[src/rtl/adm_pkg.sv]
// Purpose: Shared widths, instruction field layout and codes of the MAC datapath
// Assumes: One DSP clock, 54-bit instruction word
// Notes:   Sub-field encodings inside each instruction field are local choices

package adm_pkg;

  // ----------------------------------------------------------------
  // Widths and fixed-point alignment
  // ----------------------------------------------------------------
  localparam int INSN_W      = 54;
  localparam int DATA_W      = 48;
  localparam int COEF_W      = 28;
  localparam int PROD_W      = 76;
  localparam int PAD_W       = 28;
  localparam int ALIGN_SHIFT = 5;
  localparam int CLIP_DROP   = 23;
  localparam int CLIP_TOP    = CLIP_DROP + DATA_W - 1;
  localparam int PC_W        = 10;
  localparam int DADDR_W     = 12;
  localparam int CADDR_W     = 11;
  localparam int SADDR_W     = 9;

  localparam logic [PC_W-1:0]   PC_RESET = 10'h000;
  localparam logic [DATA_W-1:0] DATA_MAX = 48'h7FFF_FFFF_FFFF;
  localparam logic [DATA_W-1:0] DATA_MIN = 48'h8000_0000_0000;

  // ----------------------------------------------------------------
  // Instruction word fields
  // ----------------------------------------------------------------
  localparam int ALU1_HI = 53;
  localparam int ALU1_LO = 49;
  localparam int ALU2_HI = 48;
  localparam int ALU2_LO = 42;
  localparam int DLD_HI  = 41;
  localparam int DLD_LO  = 27;
  localparam int CLD_HI  = 26;
  localparam int CLD_LO  = 14;
  localparam int ST_HI   = 13;
  localparam int ST_LO   = 0;

  // Positions inside the extracted fields
  localparam int ALU2_OP_HI  = 6;
  localparam int ALU2_OP_LO  = 5;
  localparam int ALU2_ASEL   = 4;
  localparam int ALU2_BSEL_HI = 3;
  localparam int ALU2_BSEL_LO = 2;
  localparam int ALU2_DST_HI = 1;
  localparam int ALU2_DST_LO = 0;
  localparam int DLD_SEL_HI  = 14;
  localparam int DLD_SEL_LO  = 12;
  localparam int CLD_SEL_HI  = 12;
  localparam int CLD_SEL_LO  = 11;
  localparam int ST_KIND_HI  = 13;
  localparam int ST_KIND_LO  = 11;
  localparam int ST_SRC_HI   = 10;
  localparam int ST_SRC_LO   = 9;

  // ----------------------------------------------------------------
  // Operation codes
  // ----------------------------------------------------------------
  localparam logic [4:0] ALU1_NOP   = 5'h00;
  localparam logic [4:0] ALU1_THRU  = 5'h01;
  localparam logic [4:0] ALU1_ABS_B = 5'h02;
  localparam logic [4:0] ALU1_NEG_B = 5'h03;
  localparam logic [4:0] ALU1_ABS_L = 5'h04;
  localparam logic [4:0] ALU1_NEG_L = 5'h05;
  localparam logic [4:0] ALU1_CLR   = 5'h06;

  localparam logic [1:0] ALU2_OP_ADD = 2'h1;
  localparam logic [1:0] ALU2_OP_CLR = 2'h2;
  localparam logic       ASEL_BR     = 1'h1;
  localparam logic [1:0] BSEL_LR     = 2'h0;
  localparam logic [1:0] BSEL_MR     = 2'h1;
  localparam logic [1:0] DST_ACC     = 2'h0;
  localparam logic [1:0] DST_B       = 2'h1;
  localparam logic [1:0] DST_L       = 2'h2;
  localparam logic [1:0] DST_MD      = 2'h3;

  localparam logic [2:0] DLD_B  = 3'h1;
  localparam logic [2:0] DLD_L  = 3'h2;
  localparam logic [2:0] DLD_MD = 3'h3;
  localparam logic [1:0] CLD_MC = 2'h1;

  localparam logic [2:0] ST_DATA  = 3'h1;
  localparam logic [2:0] ST_COEF  = 3'h2;
  localparam logic [2:0] ST_TO_B  = 3'h3;
  localparam logic [2:0] ST_TO_L  = 3'h4;
  localparam logic [2:0] ST_TO_MD = 3'h5;
  localparam logic [1:0] SRC_B    = 2'h0;
  localparam logic [1:0] SRC_L    = 2'h1;
  localparam logic [1:0] SRC_BR   = 2'h2;

endpackage : adm_pkg

[src/rtl/adm_mult.sv]
// Purpose: Implicit 48x28 signed multiplier, two-cycle latency
// Assumes: Operands come straight from the operand registers
// Notes:   Free running; no start or valid signal

`timescale 1ns/1ps
`default_nettype none

module adm_mult (
  // Clock and reset
  input  wire logic                          clk_sys,
  input  wire logic                          rstn,
  // Operands
  input  wire logic [adm_pkg::DATA_W-1:0]    sample,
  input  wire logic [adm_pkg::COEF_W-1:0]    coef,
  // Product
  output logic      [adm_pkg::PROD_W-1:0]    product_reg
);
  import adm_pkg::*;

  logic signed [PROD_W-1:0] prod_next;
  logic        [PROD_W-1:0] stage_reg;

  // Both operands extended to full width so the product is exact
  assign prod_next = $signed({{(PROD_W-DATA_W){sample[DATA_W-1]}}, sample}) *
                     $signed({{(PROD_W-COEF_W){coef[COEF_W-1]}}, coef}); // RULE1 RULE17

  // ----------------------------------------------------------------
  // Two register stages
  // ----------------------------------------------------------------
  always_ff @(posedge clk_sys or negedge rstn) begin
    if (!rstn) begin
      stage_reg   <= '0;
      product_reg <= '0;
    end else begin
      stage_reg   <= prod_next; // RULE2
      product_reg <= stage_reg; // RULE2 RULE3
    end
  end

endmodule : adm_mult

`default_nettype wire

[src/rtl/adm_clip.sv]
// Purpose: Saturating reduction of the 76-bit sum to a 48-bit value
// Assumes: Sum in 30.46, result in 25.23
// Notes:   Purely combinational

`timescale 1ns/1ps
`default_nettype none

module adm_clip (
  // Wide sum
  input  wire logic [adm_pkg::PROD_W-1:0] sum,
  // Clipped value and flags
  output logic      [adm_pkg::DATA_W-1:0] data,
  output logic                            sat_pos,
  output logic                            sat_neg
);
  import adm_pkg::*;

  logic hi_ones;
  logic hi_zeros;

  // Bits above the kept window must all equal the sign
  assign hi_ones  = &sum[PROD_W-1:CLIP_TOP];
  assign hi_zeros = ~|sum[PROD_W-1:CLIP_TOP];
  assign sat_pos  = ~sum[PROD_W-1] & ~hi_zeros; // RULE9
  assign sat_neg  = sum[PROD_W-1] & ~hi_ones;   // RULE9
  // Lower 23 bits are dropped, not rounded
  assign data     = sat_pos ? DATA_MAX :
                    sat_neg ? DATA_MIN : sum[CLIP_TOP:CLIP_DROP]; // RULE8 RULE9

endmodule : adm_clip

`default_nettype wire

[src/rtl/adm_core.sv]
// Purpose: MAC datapath of the audio DSP core with instruction decode and PC
// Assumes: RAMs read combinationally from the address outputs; writes at the edge
// Notes:   Store outputs select a register in the same cycle

`timescale 1ns/1ps
`default_nettype none

// Notes on behaviour
// (RULE1) Every cycle multiply the 48-bit sample operand by the 28-bit coefficient.
// (RULE2) Product reaches the product register two cycles after operands.
// (RULE3) Unchanged operands keep the product register unchanged.
// (RULE4) Adder operand A is the accumulator or first-stage result.
// (RULE5) Adder operand B is second-stage result, product or zero.
// (RULE6) A 48-bit operand gets 28 zero bits appended below.
// (RULE7) Then arithmetic shift right by five, giving 76 bits.
// (RULE8) The sum is clipped to 48 bits before 48-bit destinations.
// (RULE9) Clip drops 23 low bits and saturates to max or min.
// (RULE10) One 54-bit word drives two loads, a store and two ALU operations.
// (RULE11) Fields: ALU1 53:49, ALU2 48:42, load 41:27, coef 26:14, store 13:0.
// (RULE12) ALU stage one transforms the working registers into stage results.
// (RULE13) ALU stage two applies the operation and writes the destination.
// (RULE14) Data load field loads a data RAM word into its register.
// (RULE15) Coefficient load field loads a coefficient RAM word into its register.
// (RULE16) Store field writes a register to either RAM or B, L, sample.
// (RULE17) Formats: sample 25.23, coefficient 5.23, product 30.46.
// (RULE18) PC is zero at reset and at frame end, else advances.
module adm_core (
  // Clock and reset
  input  wire logic                          clk_sys,
  input  wire logic                          rstn,
  // Frame clock pin
  input  wire logic                          lrclk,
  // Program fetch
  output logic      [adm_pkg::PC_W-1:0]      pc_reg,
  input  wire logic [adm_pkg::INSN_W-1:0]    insn,
  // Data RAM read
  output logic      [adm_pkg::DADDR_W-1:0]   dram_raddr,
  input  wire logic [adm_pkg::DATA_W-1:0]    dram_rdata,
  // Coefficient RAM read
  output logic      [adm_pkg::CADDR_W-1:0]   cram_raddr,
  input  wire logic [adm_pkg::COEF_W-1:0]    cram_rdata,
  // Store port
  output logic                               st_data_we,
  output logic                               st_coef_we,
  output logic      [adm_pkg::SADDR_W-1:0]   st_waddr,
  output logic      [adm_pkg::DATA_W-1:0]    st_wdata,
  output logic      [adm_pkg::COEF_W-1:0]    st_coef_wdata,
  // Observation
  output logic      [adm_pkg::PROD_W-1:0]    acc_reg,
  output logic      [adm_pkg::PROD_W-1:0]    product_reg
);
  import adm_pkg::*;

  // ----------------------------------------------------------------
  // Frame clock synchroniser and program counter
  // ----------------------------------------------------------------
  logic lr_sync1_reg;
  logic lr_sync2_reg;
  logic lr_prev_reg;
  logic frame_evt;

  always_ff @(posedge clk_sys or negedge rstn) begin
    if (!rstn) begin
      lr_sync1_reg <= 1'b0;
      lr_sync2_reg <= 1'b0;
      lr_prev_reg  <= 1'b0;
    end else begin
      lr_sync1_reg <= lrclk;
      lr_sync2_reg <= lr_sync1_reg;
      lr_prev_reg  <= lr_sync2_reg;
    end
  end

  // Rising edge of the frame clock closes a frame
  assign frame_evt = lr_sync2_reg & ~lr_prev_reg;

  always_ff @(posedge clk_sys or negedge rstn) begin
    if (!rstn) begin
      pc_reg <= PC_RESET; // RULE18
    end else begin
      pc_reg <= frame_evt ? PC_RESET : pc_reg + 10'h001; // RULE18
    end
  end

  // ----------------------------------------------------------------
  // Instruction decode
  // ----------------------------------------------------------------
  logic [ALU1_HI-ALU1_LO:0] f_alu1;
  logic [ALU2_HI-ALU2_LO:0] f_alu2;
  logic [DLD_HI-DLD_LO:0]   f_dld;
  logic [CLD_HI-CLD_LO:0]   f_cld;
  logic [ST_HI-ST_LO:0]     f_st;

  assign f_alu1 = insn[ALU1_HI:ALU1_LO]; // RULE10 RULE11
  assign f_alu2 = insn[ALU2_HI:ALU2_LO]; // RULE11
  assign f_dld  = insn[DLD_HI:DLD_LO];   // RULE11
  assign f_cld  = insn[CLD_HI:CLD_LO];   // RULE11
  assign f_st   = insn[ST_HI:ST_LO];     // RULE11

  logic [1:0] alu2_op;
  logic       alu2_asel;
  logic [1:0] alu2_bsel;
  logic [1:0] alu2_dst;
  logic [2:0] dld_sel;
  logic [1:0] cld_sel;
  logic [2:0] st_kind;
  logic [1:0] st_src;

  assign alu2_op    = f_alu2[ALU2_OP_HI:ALU2_OP_LO];
  assign alu2_asel  = f_alu2[ALU2_ASEL];
  assign alu2_bsel  = f_alu2[ALU2_BSEL_HI:ALU2_BSEL_LO];
  assign alu2_dst   = f_alu2[ALU2_DST_HI:ALU2_DST_LO];
  assign dld_sel    = f_dld[DLD_SEL_HI:DLD_SEL_LO];
  assign dram_raddr = f_dld[DADDR_W-1:0]; // RULE14
  assign cld_sel    = f_cld[CLD_SEL_HI:CLD_SEL_LO];
  assign cram_raddr = f_cld[CADDR_W-1:0]; // RULE15
  assign st_kind    = f_st[ST_KIND_HI:ST_KIND_LO];
  assign st_src     = f_st[ST_SRC_HI:ST_SRC_LO];
  assign st_waddr   = f_st[SADDR_W-1:0];

  // ----------------------------------------------------------------
  // Working and operand registers
  // ----------------------------------------------------------------
  logic [DATA_W-1:0] b_work_reg;
  logic [DATA_W-1:0] l_work_reg;
  logic [DATA_W-1:0] first_stage_result_reg;
  logic [DATA_W-1:0] second_stage_result_reg;
  logic [DATA_W-1:0] sample_operand_reg;
  logic [COEF_W-1:0] coefficient_operand_reg;

  // ----------------------------------------------------------------
  // ALU stage one
  // ----------------------------------------------------------------
  logic [DATA_W-1:0] b_neg;
  logic [DATA_W-1:0] l_neg;
  logic [DATA_W-1:0] first_stage_next;
  logic [DATA_W-1:0] second_stage_next;

  // Most negative value wraps under negation; no saturation here
  assign b_neg = DATA_W'(~b_work_reg + 48'h0000_0000_0001);
  assign l_neg = DATA_W'(~l_work_reg + 48'h0000_0000_0001);

  assign first_stage_next =
    (f_alu1 == ALU1_THRU)  ? b_work_reg :
    (f_alu1 == ALU1_NEG_B) ? b_neg :
    (f_alu1 == ALU1_ABS_B) ? (b_work_reg[DATA_W-1] ? b_neg : b_work_reg) :
    first_stage_result_reg; // RULE12
  assign second_stage_next =
    (f_alu1 == ALU1_THRU)  ? l_work_reg :
    (f_alu1 == ALU1_NEG_L) ? l_neg :
    (f_alu1 == ALU1_ABS_L) ? (l_work_reg[DATA_W-1] ? l_neg : l_work_reg) :
    second_stage_result_reg; // RULE12

  // ----------------------------------------------------------------
  // Adder operands and sum
  // ----------------------------------------------------------------
  logic [PROD_W-1:0] br_padded;
  logic [PROD_W-1:0] lr_padded;
  logic [PROD_W-1:0] br_wide;
  logic [PROD_W-1:0] lr_wide;
  logic [PROD_W-1:0] add_opa;
  logic [PROD_W-1:0] add_opb;
  logic [PROD_W-1:0] add_sum;
  logic [DATA_W-1:0] clip_data;
  logic              clip_pos;
  logic              clip_neg;

  assign br_padded = {first_stage_result_reg, {PAD_W{1'b0}}};  // RULE6
  assign lr_padded = {second_stage_result_reg, {PAD_W{1'b0}}}; // RULE6
  // Binary points of 25.23 and 30.46 line up after this shift
  assign br_wide   = $unsigned($signed(br_padded) >>> ALIGN_SHIFT); // RULE7 RULE17
  assign lr_wide   = $unsigned($signed(lr_padded) >>> ALIGN_SHIFT); // RULE7 RULE17

  assign add_opa = (alu2_asel == ASEL_BR) ? br_wide : acc_reg; // RULE4
  assign add_opb = (alu2_bsel == BSEL_LR) ? lr_wide :
                   (alu2_bsel == BSEL_MR) ? product_reg : {PROD_W{1'b0}}; // RULE5
  // Wraps modulo 2^76; headroom comes from the 30 integer bits
  assign add_sum = add_opa + add_opb; // RULE13

  adm_clip u_clip (
    .sum     (add_sum),
    .data    (clip_data),
    .sat_pos (clip_pos),
    .sat_neg (clip_neg)
  );

  // ----------------------------------------------------------------
  // Destination selection
  // ----------------------------------------------------------------
  logic              add_en;
  logic              wr_b_alu;
  logic              wr_l_alu;
  logic              wr_md_alu;
  logic [DATA_W-1:0] st_src_val;
  logic [DATA_W-1:0] b_next;
  logic [DATA_W-1:0] l_next;
  logic [DATA_W-1:0] md_next;
  logic [COEF_W-1:0] mc_next;
  logic [PROD_W-1:0] acc_next;

  assign add_en    = (alu2_op == ALU2_OP_ADD);
  assign wr_b_alu  = add_en & (alu2_dst == DST_B);
  assign wr_l_alu  = add_en & (alu2_dst == DST_L);
  assign wr_md_alu = add_en & (alu2_dst == DST_MD);

  assign st_src_val = (st_src == SRC_B)  ? b_work_reg :
                      (st_src == SRC_L)  ? l_work_reg :
                      (st_src == SRC_BR) ? first_stage_result_reg : second_stage_result_reg; // RULE16
  assign st_data_we    = (st_kind == ST_DATA); // RULE16
  assign st_coef_we    = (st_kind == ST_COEF); // RULE16
  assign st_wdata      = st_src_val;
  // Same binary point: coefficient keeps the low 28 bits
  assign st_coef_wdata = st_src_val[COEF_W-1:0];

  // Priority: store, then RAM load, then ALU stage two
  assign b_next  = (st_kind == ST_TO_B)  ? st_src_val :
                   (dld_sel == DLD_B)    ? dram_rdata :
                   wr_b_alu              ? clip_data : b_work_reg; // RULE14 RULE16 RULE8
  assign l_next  = (st_kind == ST_TO_L)  ? st_src_val :
                   (dld_sel == DLD_L)    ? dram_rdata :
                   wr_l_alu              ? clip_data : l_work_reg; // RULE14 RULE16 RULE8
  assign md_next = (st_kind == ST_TO_MD) ? st_src_val :
                   (dld_sel == DLD_MD)   ? dram_rdata :
                   wr_md_alu             ? clip_data : sample_operand_reg; // RULE14 RULE16 RULE8
  assign mc_next = (cld_sel == CLD_MC)   ? cram_rdata : coefficient_operand_reg; // RULE15

  assign acc_next = (add_en & (alu2_dst == DST_ACC)) ? add_sum :
                    ((alu2_op == ALU2_OP_CLR) | (f_alu1 == ALU1_CLR)) ? {PROD_W{1'b0}} : acc_reg; // RULE13

  always_ff @(posedge clk_sys or negedge rstn) begin
    if (!rstn) begin
      b_work_reg              <= '0;
      l_work_reg              <= '0;
      first_stage_result_reg  <= '0;
      second_stage_result_reg <= '0;
      sample_operand_reg      <= '0;
      coefficient_operand_reg <= '0;
      acc_reg                 <= '0;
    end else begin
      b_work_reg              <= b_next;
      l_work_reg              <= l_next;
      first_stage_result_reg  <= first_stage_next;
      second_stage_result_reg <= second_stage_next;
      sample_operand_reg      <= md_next;
      coefficient_operand_reg <= mc_next;
      acc_reg                 <= acc_next;
    end
  end

  // ----------------------------------------------------------------
  // Implicit multiplier
  // ----------------------------------------------------------------
  adm_mult u_mult (
    .clk_sys     (clk_sys),
    .rstn        (rstn),
    .sample      (sample_operand_reg),
    .coef        (coefficient_operand_reg),
    .product_reg (product_reg)
  );

  // ----------------------------------------------------------------
  // Checks
  // ----------------------------------------------------------------
  logic              [1:0]        warm_reg;
  logic signed       [PROD_W-1:0] mult_ref;

  always_ff @(posedge clk_sys or negedge rstn) begin
    if (!rstn) begin
      warm_reg <= 2'h0;
    end else if (warm_reg != 2'h3) begin
      warm_reg <= warm_reg + 2'h1;
    end
  end

  assign mult_ref = $signed({{(PROD_W-DATA_W){sample_operand_reg[DATA_W-1]}}, sample_operand_reg}) *
                    $signed({{(PROD_W-COEF_W){coefficient_operand_reg[COEF_W-1]}}, coefficient_operand_reg});
  mult_latency_a: assert property (@(posedge clk_sys) disable iff (!rstn) // RULE2
    (warm_reg == 2'h3) |-> (product_reg == $unsigned($past(mult_ref, 2))))
    else $error("product not two cycles after operands");

  prod_stable_a: assert property (@(posedge clk_sys) disable iff (!rstn) // RULE3
    ((warm_reg == 2'h3) &&
     ($past(sample_operand_reg, 2) == $past(sample_operand_reg, 3)) &&
     ($past(coefficient_operand_reg, 2) == $past(coefficient_operand_reg, 3))) |-> $stable(product_reg))
    else $error("product changed with steady operands");

  pc_frame_a: assert property (@(posedge clk_sys) disable iff (!rstn) // RULE18
    frame_evt |=> (pc_reg == PC_RESET))
    else $error("pc not cleared at frame end");

  pc_step_a: assert property (@(posedge clk_sys) disable iff (!rstn) // RULE18
    !frame_evt |=> (pc_reg == $past(pc_reg) + 10'h001))
    else $error("pc did not advance");

  widen_shape_a: assert property (@(posedge clk_sys) disable iff (!rstn) // RULE7
    lr_wide == {{ALIGN_SHIFT{second_stage_result_reg[DATA_W-1]}}, second_stage_result_reg,
                {(PAD_W-ALIGN_SHIFT){1'b0}}})
    else $error("operand alignment wrong");

  clip_max_a: assert property (@(posedge clk_sys) disable iff (!rstn) // RULE9
    (!add_sum[PROD_W-1] && (add_sum[PROD_W-2:CLIP_TOP] != '0)) |-> (clip_data == DATA_MAX))
    else $error("positive overflow not saturated");

  clip_min_a: assert property (@(posedge clk_sys) disable iff (!rstn) // RULE9
    (add_sum[PROD_W-1] && (add_sum[PROD_W-2:CLIP_TOP] != '1)) |-> (clip_data == DATA_MIN))
    else $error("negative overflow not saturated");

  acc_add_a: assert property (@(posedge clk_sys) disable iff (!rstn) // RULE13
    (add_en && (alu2_dst == DST_ACC)) |=> (acc_reg == $past(add_opa) + $past(add_opb)))
    else $error("accumulator missed the sum");

  thru_copy_a: assert property (@(posedge clk_sys) disable iff (!rstn) // RULE12
    (f_alu1 == ALU1_THRU) |=> ((first_stage_result_reg == $past(b_work_reg)) &&
                               (second_stage_result_reg == $past(l_work_reg))))
    else $error("stage one copy lost");

  data_load_a: assert property (@(posedge clk_sys) disable iff (!rstn) // RULE14
    ((dld_sel == DLD_MD) && (st_kind != ST_TO_MD)) |=> (sample_operand_reg == $past(dram_rdata)))
    else $error("data load into sample operand lost");

  coef_load_a: assert property (@(posedge clk_sys) disable iff (!rstn) // RULE15
    (cld_sel == CLD_MC) |=> (coefficient_operand_reg == $past(cram_rdata)))
    else $error("coefficient load lost");

endmodule : adm_core

`default_nettype wire

[config.mk]
export PLATFORM = sky130hd
export DESIGN_NAME = adm_core
export DESIGN_NICKNAME = d
export VERILOG_FILES = /design/src/rtl/adm_pkg.sv /design/src/rtl/adm_mult.sv /design/src/rtl/adm_clip.sv /design/src/rtl/adm_core.sv
export SDC_FILE = /design/constraint.sdc
export NUM_CORES = 2
export LEC_CHECK = 0
export BUFFER_PORTS_ARGS = -buffer_cell sky130_fd_sc_hd__buf_2
export CAP_MARGIN = 20
export CORE_MARGIN = 2
export CORE_UTILIZATION = 55
export DETAILED_ROUTE_END_ITERATION = 7
export GPL_TIMING_DRIVEN = 0
export PLACE_DENSITY = 0.7
export SYNTH_ARGS = -nofsm -noshare
export SYNTH_HDL_FRONTEND = slang
export SYNTH_SLANG_ARGS = --single-unit
[constraint.sdc]
create_clock -name clk_sys -period 11.2 [get_ports clk_sys]
set_clock_uncertainty 0.05 [all_clocks]
set_input_delay 2.24 -clock clk_sys [delete_from_list [all_inputs] [get_ports clk_sys]]
set_output_delay 2.24 -clock clk_sys [all_outputs]
set_load 0.02 [all_outputs]
==> qor.yml <==
outcome:
  status: "complete, no violations"
timing:
  rsz0062_at_grt: "false"
  worstMarginPinSlew_ps: 1380
  hold_viol_final: 0
  post-route-period-util_pct: 96.5
  maxSlewHeadroom_pct: 8.19
  min_period_ps: 10810
  setup_violations: 0
  slew_violations: 0
  max_freq_ghz: 0.0925
  timing.hold.ws_ps: 286
grt:
  grt_pass1_vias: 65444
  use_met1_pct: 58.6
  grt_max_degree: 122
  overflow: 0
  grt_pass1_wl_um: 463000
  grt_use_met3_pct: 14.3
  use_met2_pct: 71.9
  busiest_layer: "met2"
  antenna_found_initial: 38
  gr-usage-all-layers_pct: 48.1
critical_path:
  cp_max_fo: 10
  critPathLaunchType: "flop"
  reg2reg_depth: 27
  arrival_ps: 11270
  cp-end-kind: "flop"
  required_ps: 11670
  regToRegStartpoint: "sample_operand_reg[32]$_DFFE_PN0P_"
  rrSetupSlack_ps: 390
  reg2reg_to: "u_mult.stage_reg[75]$_DFF_PN0_"
  critical_path_class: "reg2reg"
floorplanning:
  die_height_um: 370
  die_w_um: 370
  ios: 405
  initial_core_util_pct: 55.3
  core_um2: 133000
  die_area_um2: 137000
  rows: 134
yosys:
  synth_nets: 9699
  synth.area.top_cells: "fa_1 37%, dfrtp_1 17%, inv_1 6.5%"
  yosysTopAreaCell: "fa_1"
  netlist_area_um2: 73700
  ys_async_sr_fraction_pct: 100
  synth-edff-count: 0
  synthCells: 7917
  ys.flop_type: "dfrtp_1"
  yosys_warnings: 0
  yosys.area.top_type_share_pct: 36.5
  ys_types: 88
  syn_area_per_cell_um2: 9.31
  synth_seq_cells: 509
  yosysSeqAreaShare_pct: 17.3
clock_network:
  cts.sinks: 509
  cts_made_buffers: 66
  tritoncts: "built"
  clock_latency_ps: 670
  cts.htree.levels: 3
  postCtsSetupBuffers: 0
  cts_root_buffer: "clkbuf_16"
  cts_buffer_depth: 3
  cts_hold_buffers: 0
  ctsResizeCount: 0
  clk_pin_slew_ps: 60
run:
  max-cap-violations: 0
final_layout:
  area_growth_pct: 9.80
  nets: 10186
  drive_above_1_share_pct: 9.37
min_path:
  worstHoldEndpoint: "u_mult.product_reg[14]$_DFF_PN0_"
  min_path_type: "reg2reg"
  hold_depth: 0
  hold_start: "u_mult.stage_reg[14]$_DFF_PN0_"
route:
  drc_errors: 0
  dr.first_iter.drc_count: 8176
  drt_first_pass_iters: 6
  wl_per_cell_um: 31.7
  ant_nets: 0
  drt_wl_total_um: 325000
  vias: 64341
  viasPerCell: 6.28
placement:
  portBuffers: 368
  hpwlAfterDp_um: 270000
  place.gp.congestion: 1.07
-- cells in the mapped netlist (28+ instances only) --
library cell,n
mux2i_1,51
xor2_1,95
xnor2_1,154
dfrtp_1,509
nor3_1,45
fa_1,1344
nor2b_1,43
a31oi_1,30
nand2_1,1196
nor4_1,28
nand3_1,45
ha_1,305
and2_1,527
nand4_1,54
a21oi_1,229
clkbuf_1,454
a221oi_1,44
mux2_2,75
a21o_1,75
a211oi_1,74
o22ai_1,118
o21bai_1,28
inv_1,1274
nor2_1,277
o211ai_1,28
buf_4,67
nand2b_1,30
o21ai_0,345
a22o_1,31
mux4_2,48
-- worst max path at each step --
stage / slack, ps / endpoint / depth (start not counted) / start
CTS: 630 / u_mult.stage_reg[75]$_DFF_PN0_ / 26 / sample_operand_reg[22]$_DFFE_PN0P_
finish: 390 / u_mult.stage_reg[75]$_DFF_PN0_ / 27 / sample_operand_reg[32]$_DFFE_PN0P_
global route: 270 / u_mult.stage_reg[75]$_DFF_PN0_ / 27 / sample_operand_reg[22]$_DFFE_PN0P_
global placement: -3160 / u_mult.stage_reg[40]$_DFF_PN0_ / 1 / rstn
floorplan: 3310 / u_mult.stage_reg[68]$_DFF_PN0_ / 27 / coefficient_operand_reg[1]$_DFFE_PN0N_
detailed placement: 710 / u_mult.stage_reg[75]$_DFF_PN0_ / 27 / sample_operand_reg[33]$_DFFE_PN0P_
-- per-layer routing --
layer,part of all wire (%),vias up
met3,12,1263
met5,0.037,-
met1,35,32399
met2,43,4805
met4,9.7,18
li1,-,25856
-- layout by cell type (no fill, tap or decap), types with 74 or more instances in the layout --
cell	instances
a21o_1	75
xnor2_1	154
dfrtp_1	509
inv_1	1274
a21oi_1	229
nand2_1	1196
ha_1	305
and2_1	527
xor2_1	95
o21ai_0	345
fa_1	1344
nor2_1	277
clkbuf_1	460
buf_2	388
mux2_2	75
a211oi_1	74
o22ai_1	118
-- through the flow --
step / worst slack, ps / setup TNS (ps) / instance area (um2) / utilization, % / cells
2_1_floorplan: 3310 / 0 / 73700 / - / 7917
3_3_place_gp: -3160 / -1555690 / 77700 / 58.3 / 10053
3_5_place_dp: 711 / 0 / 78400 / 58.8 / 10091
4_1_cts: 631 / 0 / 80700 / 60.5 / 10208
5_1_grt: 269 / 0 / 80800 / 60.6 / 10222
6_report: 393 / 0 / 80900 / 60.7 / 10248
-- worst max-delay path, cell delays in order (launching register included) --
cell	delay, ps
dfrtp_1	420
clkbuf_1	940
clkbuf_1	720
nand2_1	180
fa_1	600
inv_1	60
fa_1	510
inv_1	50
fa_1	510
inv_1	50
fa_1	620
fa_1	480
fa_1	460
fa_1	680
ha_1	300
ha_1	280
clkbuf_1	390
nand2_1	220
or3_1	480
or2_2	290
o221ai_1	180
a31oi_1	120
o31a_1	590
o21ai_1	410
a22oi_1	220
o31ai_1	390
a21oi_1	140
xnor2_1	310
-- kinds of logic after synthesis --
kind of cell / share of synthesized area [%]
fa+ha+maj: 41.7
flops: 17.3
buf+inv: 9.76
mux: 3.31
xor+xnor: 2.98
simple gates: 14.8
compound gates: 10.1
-- area by class of cell --
cell class | count | area (um2)
multi-input cells | 5569 | 53800
well taps | 1768 | 2210
clock inverters | 33 | 395
plain buffers | 565 | 2410
inverters | 1274 | 4780
diodes | 27 | 67.6
fillers | 11716 | 52400
repair buffers | 419 | 2700
flip-flops and latches | 509 | 12700
clock buffers | 84 | 1840
Power is left out: the tool's default activity adds up to more than one toggle a clock period on the data nets, which glitch-free logic cannot reach.
